### src/verilog/wrls_pkg.sv
// package: constants, state codes and timing for the watchdog, reset and limp supervisor
// What this block does
// Timeout watchdog restarts on trigger; overflow sets cyclic flag, or resets if pending.
// Timeout behaviour: disable pin low and Standby with mode bit 0 or Normal with 1.
// Watchdog off in Off, Overtemp, Sleep, Standby with mode bit 1, or pin high.
// Reset on window overflow, early window trigger, timeout overflow with flag pending.
// Reset when mode bit changes in Normal or the disable pin changes.
// Sleep request turns into reset if interrupt low, wake pending or no wake source.
// Writing 1 to the software reset bit resets the system.
// Reset pin held low by the host for the filter time is a reset request.
// Every internally triggered reset drives a low pulse on the reset pin.
// Undervoltage or leaving Off/Overtemp: short pulse with pull-up detected, else long.
// All other internally triggered reset causes use the short pulse; a host reset request drives no pulse.
// Enable output high only with its control bit set and mode field 10 or 11.
// Enable control bit writable in Normal and Standby; any reset forces it low.
// Reset sets limp warning; if already set, sets limp activate bit instead.
// Software should clear the limp warning after every reset.
// Limp activate held in Overtemp; elsewhere software may clear it.
// Limp output is active-low open drain, pulled low while activate bit is set.
// Power-off enters Off; power-on moves to Standby and sets power-on status.
// Main supply reset at 90 or 70 percent by select; warning at 90; status bit.
// CAN supply warning below 90 percent, raised in Normal only; status valid in Normal, else reads 1.
// CAN supply regulator follows the mode field; off at field value 10.
// Any watchdog register write is a trigger restarting the watchdog timer; here only i_wd_write restarts it, not period or behaviour writes.
// After a watchdog reset, period field reloads to default 100.
// Coinciding causes give one pulse; long if any cause eligible and no pull-up.
package wrls_pkg;
  localparam int CLK_PERIOD_NS = 100;
  localparam int FLTR_TIME_NS = 10000;
  localparam int FLTR_CYC = (FLTR_TIME_NS + CLK_PERIOD_NS - 1) / CLK_PERIOD_NS;
  localparam int WD_UNIT_MS = 8;
  localparam int WD_UNIT_CYC = WD_UNIT_MS * 1000000 / CLK_PERIOD_NS;
  localparam int RST_SHORT_MS = 20;
  localparam int RST_SHORT_CYC = RST_SHORT_MS * 1000000 / CLK_PERIOD_NS;
  localparam int RST_LONG_MS = 100;
  localparam int RST_LONG_CYC = RST_LONG_MS * 1000000 / CLK_PERIOD_NS;
  localparam int CW = 24;
  localparam int FW = 8;
  localparam logic [1:0] MC_STBY = 2'h0;
  localparam logic [1:0] MC_SLEEP = 2'h1;
  localparam logic [1:0] MC_NORM_V2OFF = 2'h2;
  localparam logic [1:0] MC_NORM = 2'h3;
  localparam logic [2:0] NWP_DEFAULT = 3'h4;
  // pin synchroniser lanes
  localparam int SY_WATCHDOG_DISABLE_PIN = 0;
  localparam int SY_SYSTEM_RESET_PIN_N = 1;
  localparam int SY_POFF = 2;
  localparam int SY_PON = 3;
  localparam int SY_OT = 4;
  localparam int SY_V1_90 = 5;
  localparam int SY_V1_70 = 6;
  localparam int SY_V2_90 = 7;
  localparam int SY_PU = 8;
  localparam int SY_N = 9;
  localparam logic [SY_N-1:0] SY_RST_VAL = 9'h002;
  localparam logic [1:0] WARM_DONE = 2'h3;
  localparam int IRQ_POWER_ON_STATUS_IRQ = 0;
  localparam int IRQ_V1 = 1;
  localparam int IRQ_V2 = 2;
  typedef enum logic [4:0] {
    ST_OFF = 5'h01,
    ST_STBY = 5'h02,
    ST_NORM = 5'h04,
    ST_SLEEP = 5'h08,
    ST_OT = 5'h10
  } wrls_state_t;
endpackage

### src/verilog/wrls_rst_pulse.sv
// reset pulse generator: short or long low pulse on the reset pin
`timescale 1ns/1ps
`default_nettype none
module wrls_rst_pulse #(
  parameter logic [wrls_pkg::CW-1:0] P_SHORT_CYC = wrls_pkg::CW'(wrls_pkg::RST_SHORT_CYC),
  parameter logic [wrls_pkg::CW-1:0] P_LONG_CYC = wrls_pkg::CW'(wrls_pkg::RST_LONG_CYC)
) (
  input wire logic i_clock,
  input wire logic i_rst_b,
  input wire logic i_start,
  input wire logic i_long,
  output logic o_active
);
  logic [wrls_pkg::CW-1:0] cnt_r;
  logic [wrls_pkg::CW-1:0] cnt_nxt;
  wire [wrls_pkg::CW-1:0] width = i_long ? P_LONG_CYC : P_SHORT_CYC;

  // a new cause during a pulse restarts it with its own width
  assign cnt_nxt = i_start ? width : (cnt_r != '0) ? cnt_r - 1'b1 : cnt_r;
  assign o_active = cnt_r != '0;

  always_ff @(posedge i_clock) begin
    if (!i_rst_b) begin
      cnt_r <= '0;
    end else begin
      cnt_r <= cnt_nxt;
    end
  end

  a_pulse_start: assert property (@(posedge i_clock) disable iff (!i_rst_b)
    i_start |=> o_active [*8]) else $error("reset pulse not started");
  a_pulse_width: assert property (@(posedge i_clock) disable iff (!i_rst_b)
    i_start && i_long |=> cnt_r == P_LONG_CYC) else $error("long width wrong");
endmodule
`default_nettype wire

### src/verilog/wrls_supervisor.sv
// supervisor top: chip modes, watchdog, reset sources, enable and limp outputs
`timescale 1ns/1ps
`default_nettype none
module wrls_supervisor #(
  parameter logic [wrls_pkg::CW-1:0] P_WD_UNIT_CYC = wrls_pkg::CW'(wrls_pkg::WD_UNIT_CYC),
  parameter logic [wrls_pkg::CW-1:0] P_SHORT_CYC = wrls_pkg::CW'(wrls_pkg::RST_SHORT_CYC),
  parameter logic [wrls_pkg::CW-1:0] P_LONG_CYC = wrls_pkg::CW'(wrls_pkg::RST_LONG_CYC)
) (
  input wire logic i_clock,
  input wire logic i_rst_b,
  input wire logic i_watchdog_disable_pin,
  input wire logic i_system_reset_pin_n,
  input wire logic i_power_off_det,
  input wire logic i_power_on_det,
  input wire logic i_overtemp,
  input wire logic i_v1_below_90,
  input wire logic i_v1_below_70,
  input wire logic i_v2_below_90,
  input wire logic i_short_pullup_det,
  input wire logic i_interrupt_out_n,
  input wire logic i_wake_pending,
  input wire logic i_can_standby_control,
  input wire logic i_lin_first_standby_control,
  input wire logic i_lin_second_standby_control,
  input wire logic [1:0] i_wake_input_first_config,
  input wire logic [1:0] i_wake_input_second_config,
  input wire logic i_reset_threshold_select,
  input wire logic i_wd_write,
  input wire logic i_period_wr,
  input wire logic [2:0] i_period_data,
  input wire logic i_mode_wr,
  input wire logic [1:0] i_mode_data,
  input wire logic i_behaviour_wr,
  input wire logic i_behaviour_data,
  input wire logic i_enable_ctrl_wr,
  input wire logic i_enable_ctrl_data,
  input wire logic i_software_reset_bit,
  input wire logic i_limp_warning_clr,
  input wire logic i_limp_activate_clr,
  input wire logic i_cyclic_clr,
  input wire logic [2:0] i_irq_clr,
  output logic o_system_reset_pin_n_out,
  output logic o_system_reset_pin_n_oe,
  output logic o_limp_out,
  output logic o_limp_oe,
  output logic o_enable_out,
  output logic o_can_supply_enable,
  output logic [1:0] o_chip_mode_field,
  output logic [4:0] o_chip_state,
  output logic [2:0] o_watchdog_period_field,
  output logic o_watchdog_behaviour_select,
  output logic o_enable_output_control,
  output logic o_limp_warning_bit,
  output logic o_limp_activate_bit,
  output logic o_cyclic_interrupt_flag,
  output logic o_power_on_status_irq,
  output logic o_main_supply_undervolt_irq,
  output logic o_can_supply_undervolt_irq,
  output logic o_main_supply_status,
  output logic o_can_supply_status
);
  typedef wrls_pkg::wrls_state_t st_t;
  localparam int CW = wrls_pkg::CW;
  localparam int FW = wrls_pkg::FW;
  localparam logic [FW-1:0] FLTR = FW'(wrls_pkg::FLTR_CYC);

  function automatic logic [CW-1:0] wd_period(input logic [2:0] f);
    wd_period = P_WD_UNIT_CYC << f;
  endfunction

  logic [wrls_pkg::SY_N-1:0] sy1_r, sy2_r, sy3_r;
  logic [1:0] warm_r;
  st_t st_r, st_nxt;
  logic [1:0] mc_r, mc_nxt;
  logic [2:0] nwp_r, nwp_nxt;
  logic wmc_r, wmc_nxt, enc_r, enc_nxt, limp_warning_bit_r, limp_warning_bit_nxt, lhc_r, lhc_nxt;
  logic ci_r, ci_nxt;
  logic [2:0] irq_r, irq_nxt;
  logic [CW-1:0] wd_cnt_r, wd_cnt_nxt;
  logic [FW-1:0] ext_cnt_r;
  logic [2:0] oe_dly_r;
  logic pulse_act;

  // synchronised pin levels and their changes
  wire warm = warm_r == wrls_pkg::WARM_DONE;
  wire watchdog_disable_pin = sy2_r[wrls_pkg::SY_WATCHDOG_DISABLE_PIN];
  wire system_reset_pin_n_s = sy2_r[wrls_pkg::SY_SYSTEM_RESET_PIN_N];
  wire poff = sy2_r[wrls_pkg::SY_POFF];
  wire pon = sy2_r[wrls_pkg::SY_PON];
  wire ot = sy2_r[wrls_pkg::SY_OT];
  wire v1_90 = sy2_r[wrls_pkg::SY_V1_90];
  wire v2_90 = sy2_r[wrls_pkg::SY_V2_90];
  wire pu_short = sy2_r[wrls_pkg::SY_PU];
  wire [wrls_pkg::SY_N-1:0] rise = sy2_r & ~sy3_r & {wrls_pkg::SY_N{warm}};
  wire [wrls_pkg::SY_N-1:0] chg = (sy2_r ^ sy3_r) & {wrls_pkg::SY_N{warm}};

  wire in_off = st_r == wrls_pkg::ST_OFF;
  wire in_stby = st_r == wrls_pkg::ST_STBY;
  wire in_norm = st_r == wrls_pkg::ST_NORM;
  wire in_sleep = st_r == wrls_pkg::ST_SLEEP;
  wire in_ot = st_r == wrls_pkg::ST_OT;
  wire run = in_stby || in_norm;

  // watchdog behaviour decode
  wire wd_tmo = !watchdog_disable_pin && ((in_stby && !wmc_r) || (in_norm && wmc_r));
  wire wd_win = !watchdog_disable_pin && in_norm && !wmc_r;
  wire wd_off = !wd_tmo && !wd_win;
  wire [CW-1:0] period = wd_period(nwp_r);
  wire wd_ovf = !wd_off && !i_wd_write && wd_cnt_r == period - 1'b1;
  wire early = wd_win && i_wd_write && wd_cnt_r < (period >> 1);
  wire tmo_ovf = wd_tmo && wd_ovf;
  wire wmc_ok = i_behaviour_wr && !(in_stby && !i_interrupt_out_n);
  wire wmc_chg = wmc_ok && in_norm && i_behaviour_data != wmc_r;
  wire wd_rst = (wd_win && wd_ovf) || early || (tmo_ovf && ci_r);
  wire mode_rst = wmc_chg || (chg[wrls_pkg::SY_WATCHDOG_DISABLE_PIN] && !in_off);

  // sleep request that must become a reset instead
  wire no_wake_src = !i_can_standby_control && !i_lin_first_standby_control &&
    !i_lin_second_standby_control && i_wake_input_first_config == 2'h0 &&
    i_wake_input_second_config == 2'h0;
  wire sleep_req = run && i_mode_wr && i_mode_data == wrls_pkg::MC_SLEEP;
  wire sleep_bad = !i_interrupt_out_n || i_wake_pending || no_wake_src;
  wire sleep_rst = sleep_req && sleep_bad;

  // supply events
  wire uv_sel = i_reset_threshold_select ? sy2_r[wrls_pkg::SY_V1_70] : v1_90;
  wire uv_rst = !in_off && uv_sel && (i_reset_threshold_select ?
    rise[wrls_pkg::SY_V1_70] : rise[wrls_pkg::SY_V1_90]);
  wire leave_off = in_off && !poff && pon;
  wire leave_ot = in_ot && !poff && !ot;

  // reset causes combined into one pulse
  wire long_elig = uv_rst || leave_off || leave_ot;
  wire short_rst = !in_off && (wd_rst || mode_rst || sleep_rst || i_software_reset_bit);
  wire pulse_start = long_elig || short_rst;
  wire pulse_long = long_elig && !pu_short;

  // host reset request: our own drive and its echo are masked
  wire ext_mask = pulse_act || (oe_dly_r != 3'h0) || !warm;
  wire ext_low = !system_reset_pin_n_s && !ext_mask;
  wire ext_rst = ext_low && ext_cnt_r == FLTR - 1'b1;
  wire sys_rst = pulse_start || ext_rst;

  // chip mode sequencing
  always_comb begin
    st_nxt = st_r;
    mc_nxt = mc_r;
    if (poff) begin
      st_nxt = wrls_pkg::ST_OFF;
      mc_nxt = wrls_pkg::MC_STBY;
    end else if (in_off) begin
      if (pon) begin
        st_nxt = wrls_pkg::ST_STBY;
      end
    end else if (in_ot) begin
      if (!ot) begin
        st_nxt = wrls_pkg::ST_STBY;
        mc_nxt = wrls_pkg::MC_STBY;
      end
    end else if (ot) begin
      st_nxt = wrls_pkg::ST_OT;
    end else if (sys_rst) begin
      st_nxt = wrls_pkg::ST_STBY;
      mc_nxt = wrls_pkg::MC_STBY;
    end else if (in_sleep) begin
      if (i_wake_pending) begin
        st_nxt = wrls_pkg::ST_STBY;
        mc_nxt = wrls_pkg::MC_STBY;
      end
    end else if (i_mode_wr) begin
      mc_nxt = i_mode_data;
      case (i_mode_data)
        wrls_pkg::MC_STBY: st_nxt = wrls_pkg::ST_STBY;
        wrls_pkg::MC_SLEEP: st_nxt = wrls_pkg::ST_SLEEP;
        default: st_nxt = wrls_pkg::ST_NORM;
      endcase
    end
  end

  // control bits; hardware sets win over software clears
  assign nwp_nxt = wd_rst || mode_rst ? wrls_pkg::NWP_DEFAULT :
    i_period_wr ? i_period_data : nwp_r;
  assign wmc_nxt = wmc_ok ? i_behaviour_data : wmc_r;
  assign enc_nxt = sys_rst ? 1'b0 : (i_enable_ctrl_wr && run) ? i_enable_ctrl_data : enc_r;
  assign limp_warning_bit_nxt = sys_rst || (limp_warning_bit_r && !i_limp_warning_clr);
  assign lhc_nxt = (sys_rst && limp_warning_bit_r) || in_ot || (lhc_r && !i_limp_activate_clr);
  assign ci_nxt = (tmo_ovf && !ci_r) || (ci_r && !i_cyclic_clr);
  assign irq_nxt[wrls_pkg::IRQ_POWER_ON_STATUS_IRQ] = leave_off || (irq_r[wrls_pkg::IRQ_POWER_ON_STATUS_IRQ] &&
    !i_irq_clr[wrls_pkg::IRQ_POWER_ON_STATUS_IRQ]);
  assign irq_nxt[wrls_pkg::IRQ_V1] = (!in_off && rise[wrls_pkg::SY_V1_90]) ||
    (irq_r[wrls_pkg::IRQ_V1] && !i_irq_clr[wrls_pkg::IRQ_V1]);
  assign irq_nxt[wrls_pkg::IRQ_V2] = (in_norm && rise[wrls_pkg::SY_V2_90]) ||
    (irq_r[wrls_pkg::IRQ_V2] && !i_irq_clr[wrls_pkg::IRQ_V2]);
  assign wd_cnt_nxt = (wd_off || i_wd_write || wd_ovf || sys_rst) ? '0 :
    wd_cnt_r + 1'b1;

  always_ff @(posedge i_clock) begin
    if (!i_rst_b) begin
      sy1_r <= wrls_pkg::SY_RST_VAL;
      sy2_r <= wrls_pkg::SY_RST_VAL;
      sy3_r <= wrls_pkg::SY_RST_VAL;
      warm_r <= 2'h0;
    end else begin
      sy1_r <= {i_short_pullup_det, i_v2_below_90, i_v1_below_70, i_v1_below_90,
        i_overtemp, i_power_on_det, i_power_off_det, i_system_reset_pin_n,
        i_watchdog_disable_pin};
      sy2_r <= sy1_r;
      sy3_r <= sy2_r;
      warm_r <= warm ? warm_r : warm_r + 1'b1;
    end
  end

  always_ff @(posedge i_clock) begin
    if (!i_rst_b) begin
      st_r <= wrls_pkg::ST_OFF;
      mc_r <= wrls_pkg::MC_STBY;
      nwp_r <= wrls_pkg::NWP_DEFAULT;
      wmc_r <= 1'b0;
      enc_r <= 1'b0;
      limp_warning_bit_r <= 1'b0;
      lhc_r <= 1'b0;
      ci_r <= 1'b0;
      irq_r <= 3'h0;
    end else begin
      st_r <= st_nxt;
      mc_r <= mc_nxt;
      nwp_r <= nwp_nxt;
      wmc_r <= wmc_nxt;
      enc_r <= enc_nxt;
      limp_warning_bit_r <= limp_warning_bit_nxt;
      lhc_r <= lhc_nxt;
      ci_r <= ci_nxt;
      irq_r <= irq_nxt;
    end
  end

  always_ff @(posedge i_clock) begin
    if (!i_rst_b) begin
      wd_cnt_r <= '0;
      ext_cnt_r <= '0;
      oe_dly_r <= 3'h0;
    end else begin
      wd_cnt_r <= wd_cnt_nxt;
      ext_cnt_r <= ext_low ? (ext_cnt_r == FLTR ? ext_cnt_r : ext_cnt_r + 1'b1) : '0;
      oe_dly_r <= {oe_dly_r[1:0], pulse_act};
    end
  end

  wrls_rst_pulse #(
    .P_SHORT_CYC(P_SHORT_CYC),
    .P_LONG_CYC(P_LONG_CYC)
  ) u_pulse (
    .i_clock(i_clock),
    .i_rst_b(i_rst_b),
    .i_start(pulse_start),
    .i_long(pulse_long),
    .o_active(pulse_act)
  );

  // open-drain pins: only ever pulled low
  assign o_system_reset_pin_n_out = 1'b0;
  assign o_system_reset_pin_n_oe = pulse_act;
  assign o_limp_out = 1'b0;
  assign o_limp_oe = lhc_r;
  assign o_enable_out = enc_r && mc_r[1] && in_norm;
  assign o_can_supply_enable = in_norm && mc_r == wrls_pkg::MC_NORM;
  assign o_chip_mode_field = mc_r;
  assign o_chip_state = st_r;
  assign o_watchdog_period_field = nwp_r;
  assign o_watchdog_behaviour_select = wmc_r;
  assign o_enable_output_control = enc_r;
  assign o_limp_warning_bit = limp_warning_bit_r;
  assign o_limp_activate_bit = lhc_r;
  assign o_cyclic_interrupt_flag = ci_r;
  assign o_power_on_status_irq = irq_r[wrls_pkg::IRQ_POWER_ON_STATUS_IRQ];
  assign o_main_supply_undervolt_irq = irq_r[wrls_pkg::IRQ_V1];
  assign o_can_supply_undervolt_irq = irq_r[wrls_pkg::IRQ_V2];
  assign o_main_supply_status = !v1_90;
  assign o_can_supply_status = in_norm ? !v2_90 : 1'b1;

  a_ci_first_ovf: assert property (@(posedge i_clock) disable iff (!i_rst_b)
    tmo_ovf && !ci_r |=> ci_r && wd_cnt_r == '0) else $error("cyclic flag not set");
  a_ci_pending_rst: assert property (@(posedge i_clock) disable iff (!i_rst_b)
    tmo_ovf && ci_r && !in_off |=> o_system_reset_pin_n_oe) else $error("no reset on overflow");
  a_wd_off_idle: assert property (@(posedge i_clock) disable iff (!i_rst_b)
    (watchdog_disable_pin || in_sleep || in_ot) |=> wd_cnt_r == '0) else $error("watchdog ran while off");
  a_trig_restart: assert property (@(posedge i_clock) disable iff (!i_rst_b)
    i_wd_write |=> wd_cnt_r == '0) else $error("trigger did not restart timer");
  a_wmc_change_rst: assert property (@(posedge i_clock) disable iff (!i_rst_b)
    wmc_chg |=> o_system_reset_pin_n_oe && !o_enable_out) else $error("mode bit change no reset");
  a_sleep_reject: assert property (@(posedge i_clock) disable iff (!i_rst_b)
    sleep_req && sleep_bad && !poff && !ot |=> !in_sleep && o_system_reset_pin_n_oe)
    else $error("bad sleep entered");
  a_swr_reset: assert property (@(posedge i_clock) disable iff (!i_rst_b)
    i_software_reset_bit && !in_off |=> o_system_reset_pin_n_oe [*3])
    else $error("software reset missing");
  a_ext_filter: assert property (@(posedge i_clock) disable iff (!i_rst_b)
    ext_rst |-> !system_reset_pin_n_s && !$past(system_reset_pin_n_s, FLTR - 1'b1)) else $error("filter count wrong");
  a_en_reset_low: assert property (@(posedge i_clock) disable iff (!i_rst_b)
    sys_rst |=> !o_enable_out && !enc_r) else $error("enable not cleared by reset");
  a_limp_escalate: assert property (@(posedge i_clock) disable iff (!i_rst_b)
    sys_rst && limp_warning_bit_r |=> lhc_r && o_limp_oe) else $error("limp not activated");
  a_limp_overtemp: assert property (@(posedge i_clock) disable iff (!i_rst_b)
    in_ot |=> o_limp_activate_bit) else $error("limp released in overtemp");
  a_power_on_status_irq_leave_off: assert property (@(posedge i_clock) disable iff (!i_rst_b)
    leave_off |=> in_stby && o_power_on_status_irq) else $error("power-on not reported");
  a_period_reload: assert property (@(posedge i_clock) disable iff (!i_rst_b)
    wd_rst |=> nwp_r == wrls_pkg::NWP_DEFAULT) else $error("period not reloaded");
  a_v2_status_idle: assert property (@(posedge i_clock) disable iff (!i_rst_b)
    !in_norm |-> o_can_supply_status) else $error("can supply status not 1");
endmodule
`default_nettype wire

### config.mk
export PLATFORM = sky130hd
export DESIGN_NAME = wrls_supervisor
export DESIGN_NICKNAME = d
export VERILOG_FILES = /design/src/verilog/wrls_pkg.sv /design/src/verilog/wrls_rst_pulse.sv /design/src/verilog/wrls_supervisor.sv
export SDC_FILE = /design/constraint.sdc
export NUM_CORES = 1
export LEC_CHECK = 0
export BUFFER_PORTS_ARGS = -buffer_cell sky130_fd_sc_hd__buf_2
export CORE_ASPECT_RATIO = 1.75
export CORE_MARGIN = 1.5
export CORE_UTILIZATION = 30
export DETAILED_ROUTE_END_ITERATION = 8
export PLACE_DENSITY_LB_ADDON = 0.12
export SYNTH_ARGS = -nofsm -noshare
export SYNTH_HDL_FRONTEND = slang
export SYNTH_SLANG_ARGS = --single-unit
### constraint.sdc
create_clock -name i_clock -period 6.7 [get_ports i_clock]
set_input_delay 1.34 -clock i_clock [delete_from_list [all_inputs] [get_ports i_clock]]
set_output_delay 1.34 -clock i_clock [all_outputs]
set_load 0.01 [all_outputs]
==> impl_metrics.tcl <==
set metrics [dict create \
    post_drt_via_cell_ratio 5.17 \
    postSynthRegisterBits 101 \
    grt_pass1_vias 4623 \
    cts_sinks 101 \
    layout_commonest_cell "dfxtp_1" \
    final_nets 758 \
    drv_slew 0 \
    yosys.area.top_type "dfxtp_1" \
    avgRoutedWirePerCell_microns 16.9 \
    hold_viol_final 0 \
    timing.setup.critical_path_class "reg2reg" \
    timing.critical_path.required_ps 6890 \
    mappedNetlistArea_sq_um 5790 \
    pin_count 66 \
    postSynth.asyncResetShare_pct 0 \
    most-common-layout-cells "dfxtp_1, buf_2, nand2_1" \
    globalRoute.totalOverflow 0 \
    final.fill_count 1968 \
    antenna_cells 0 \
    slew_headroom_pct 25.5 \
    pre_repair_dr_iteration_count 4 \
    synth_seq_area_share_pct 34.9 \
    finalCoreUtilization_pct 34.7 \
    io_buffer_count 63 \
    synth_flop_cell "dfxtp_1" \
    synthesized_area_fraction_occupied_by_and_or_nand_nor_cells_pct 30.0 \
    htreeDepth 3 \
    grt_start_max_net_pins 59 \
    yosys.area_share.xor_xnor_pct 10.2 \
    worstHoldStart "sy1_r[1]$_SDFF_PN1_" \
    setup.worst_path.start_class "flip-flop" \
    wl_microns 15800 \
    synth_enable_flop_cells 0 \
    clock-root-buffer "clkbuf_16" \
    groute.usage.overall_pct 16.0 \
    cts_setup_buffers 0 \
    place.gp.congestion 0.844 \
    dp.final_hpwl_microns 12200 \
    total_leakage_power_nw 2.62 \
    max-clock-path-buffers 2 \
    final_layout_size_suffix_gt1_share_pct 15.7 \
    clk-insertion-delay-late_ps 350 \
    end_kind "flip-flop" \
    core-area_sq_um 19000 \
    timing.setup.tns_ps 0 \
    cts_tree "built" \
    pwr_density_cell_nw_per_um2 281 \
    die_h_microns 187 \
    yosys-top-cells-area "dfxtp_1, ha_1, xor2_1, xnor2_1, nor4_1" \
    start_util_pct 30.4 \
    initialDrtViolationCount 154 \
    worst_setup_path_startpoint "o_watchdog_period_field[1]$_SDFFE_PP0P_" \
    synth.mux.area_fraction_pct 2.87 \
    outcome "finished, final reports clean" \
    setup_slack_ps 2430 \
    core.rowCount 67 \
    cp_data_arrival_time_ps 4460 \
    setup_violations 0 \
    synth.avg_cell_area_sq_um 9.05 \
    clk_transition_reported_paths_ps 70 \
    detailed_place.area_sq_um 6270 \
    number_of_synthesis_warnings 0 \
    final_min_period_over_clock_period_pct 63.7 \
    drv.max_cap_violation_count 0 \
    synthCells 640 \
    max-vdd-ir-drop_mv 0.144 \
    timing.clock.skew_ps 8.72 \
    critical_path.reg2reg.startpoint "o_watchdog_period_field[1]$_SDFFE_PP0P_" \
    setup_repair_after_global_routing_missed_its_margin "no" \
    route.antenna.remaining_nets 0 \
    cts_resized 0 \
    worst_pin_slew_ps 1120 \
    synthToLayoutAreaGrowth_pct 13.9 \
    hold_path_class "reg2reg" \
    synth_compound_area_share_pct 11.5 \
    vias 4827 \
    cts_hold_buffers 0 \
    fp.dieArea_sq_um 20200 \
    layout_min_cycle_time_ps 4270 \
    synth.distinct_cells 77 \
    post-place-ws_ps 2480 \
    grt_first_pass_wirelength_microns 24800 \
    post-route-drc-count 0 \
    synth_top_family_by_area "simple AND/OR/NAND/NOR gates" \
    maxClockFrequency_ghz 0.234 \
    fin_area_sq_um 6600 \
    number_of_antenna_violations_at_the_first_check_in_global_routing 0 \
    cts_inserted_buffers 9 \
    die_x_microns 108 \
    yosys.area_share.adder_pct 6.48 \
    worst-path-max-fanout 34 \
    netlist.area_leader.share_pct 34.9 \
]
[Yosys cell counts, types with 9 or more instances]
cell type / n
dfxtp_1: 101
nand2_1: 42
xor2_1: 35
nor4_1: 33
ha_1: 30
xnor2_1: 30
nor2_1: 29
and2_1: 26
nand3_1: 25
and3_1: 19
a21oi_1: 18
inv_1: 17
nor3_1: 16
nand2b_1: 15
nor2b_1: 15
mux2i_1: 13
nand4_1: 13
clkbuf_1: 12
o21ai_0: 12
nor4b_1: 9
[state kept, by name (all words and copies together), names as in the netlist]
signal                       count
o_watchdog_period_field          3
sy1_r                            9
wd_cnt_r                        24
o_chip_state                     5
sy2_r                            9
o_watchdog_behaviour_select      1
ext_cnt_r                        8
o_limp_activate_bit              1
oe_dly_r                         3
o_cyclic_interrupt_flag          1
warm_r                           2
o_limp_warning_bit               1
u_pulse.cnt_r                   24
o_enable_output_control          1
irq_r                            3
o_chip_mode_field                2
sy3_r                            4
[metal layers]
layer | part of all wire (%) | track usage, % | vias to the layer above
met4 | 3.0 | 7.09 | 0
met5 | 0 | 0 | -
met2 | 56 | 29.8 | 85
met3 | 2.6 | 2.26 | 23
li1 | - | - | 2409
met1 | 39 | 17.5 | 2310
[power breakdown]
group	internal (W)	total, W	switching, W
Sequential	0.000668	0.000739	0.0000711
Clock	0.000341	0.000583	0.000242
Combinational	0.000226	0.000533	0.000307
[stage by stage]
step	instances	hold slack, ps	power, W
global route	934	440	0.00197
finish	934	424	0.00186
detailed placement	918	407	0.00129
floorplan	641	386	0.00117
CTS	934	430	0.00188
global placement	918	394	0.00128
[worst max-delay path, cell delays in order, from the launching register on]
cell       delay [ps]
dfxtp_1           700
inv_1             270
ha_1              350
nand2b_4          140
ha_1              220
o2111ai_1         210
o31a_1            340
nor4b_1           500
nand4_2           350
a21boi_4          830
o31ai_1           190
[logic make-up (layout without fill, tap and decap cells)]
group	after synthesis	in the layout
and+or+nand+nor	291	291
xor gates and xnor gates	66	66
DFF	101	101
muxes	16	16
adders and majority gates	30	30
AOI/OAI and AO/OA	87	87
buffers and inverters	48	100
other	1	2
[area by class of cell]
type,instances,area (sq um),share of cell area [%]
clock buffer,10,239,3.62
clock inverter,6,92.6,1.40
inverter,19,71.3,1.08
multi-input combinational,492,3540,53.7
sequential,101,2020,30.6
tap,241,302,4.57
timing repair buffer,65,330,5.00
[worst paths after layout]
| kind | slack, ps | end | cells past startpoint |
|---|---|---|---|
| setup / recovery | 2430 | u_pulse.cnt_r[14]$_SDFFE_PN0P_ | 10 |
| hold / removal | 420 | sy2_r[1]$_SDFF_PN1_ | 1 |
| setup reg to reg | 2430 | u_pulse.cnt_r[14]$_SDFFE_PN0P_ | 10 |
| hold reg to reg | 420 | sy2_r[1]$_SDFF_PN1_ | 1 |
No activity file was read; power rests on OpenSTA's default activity.
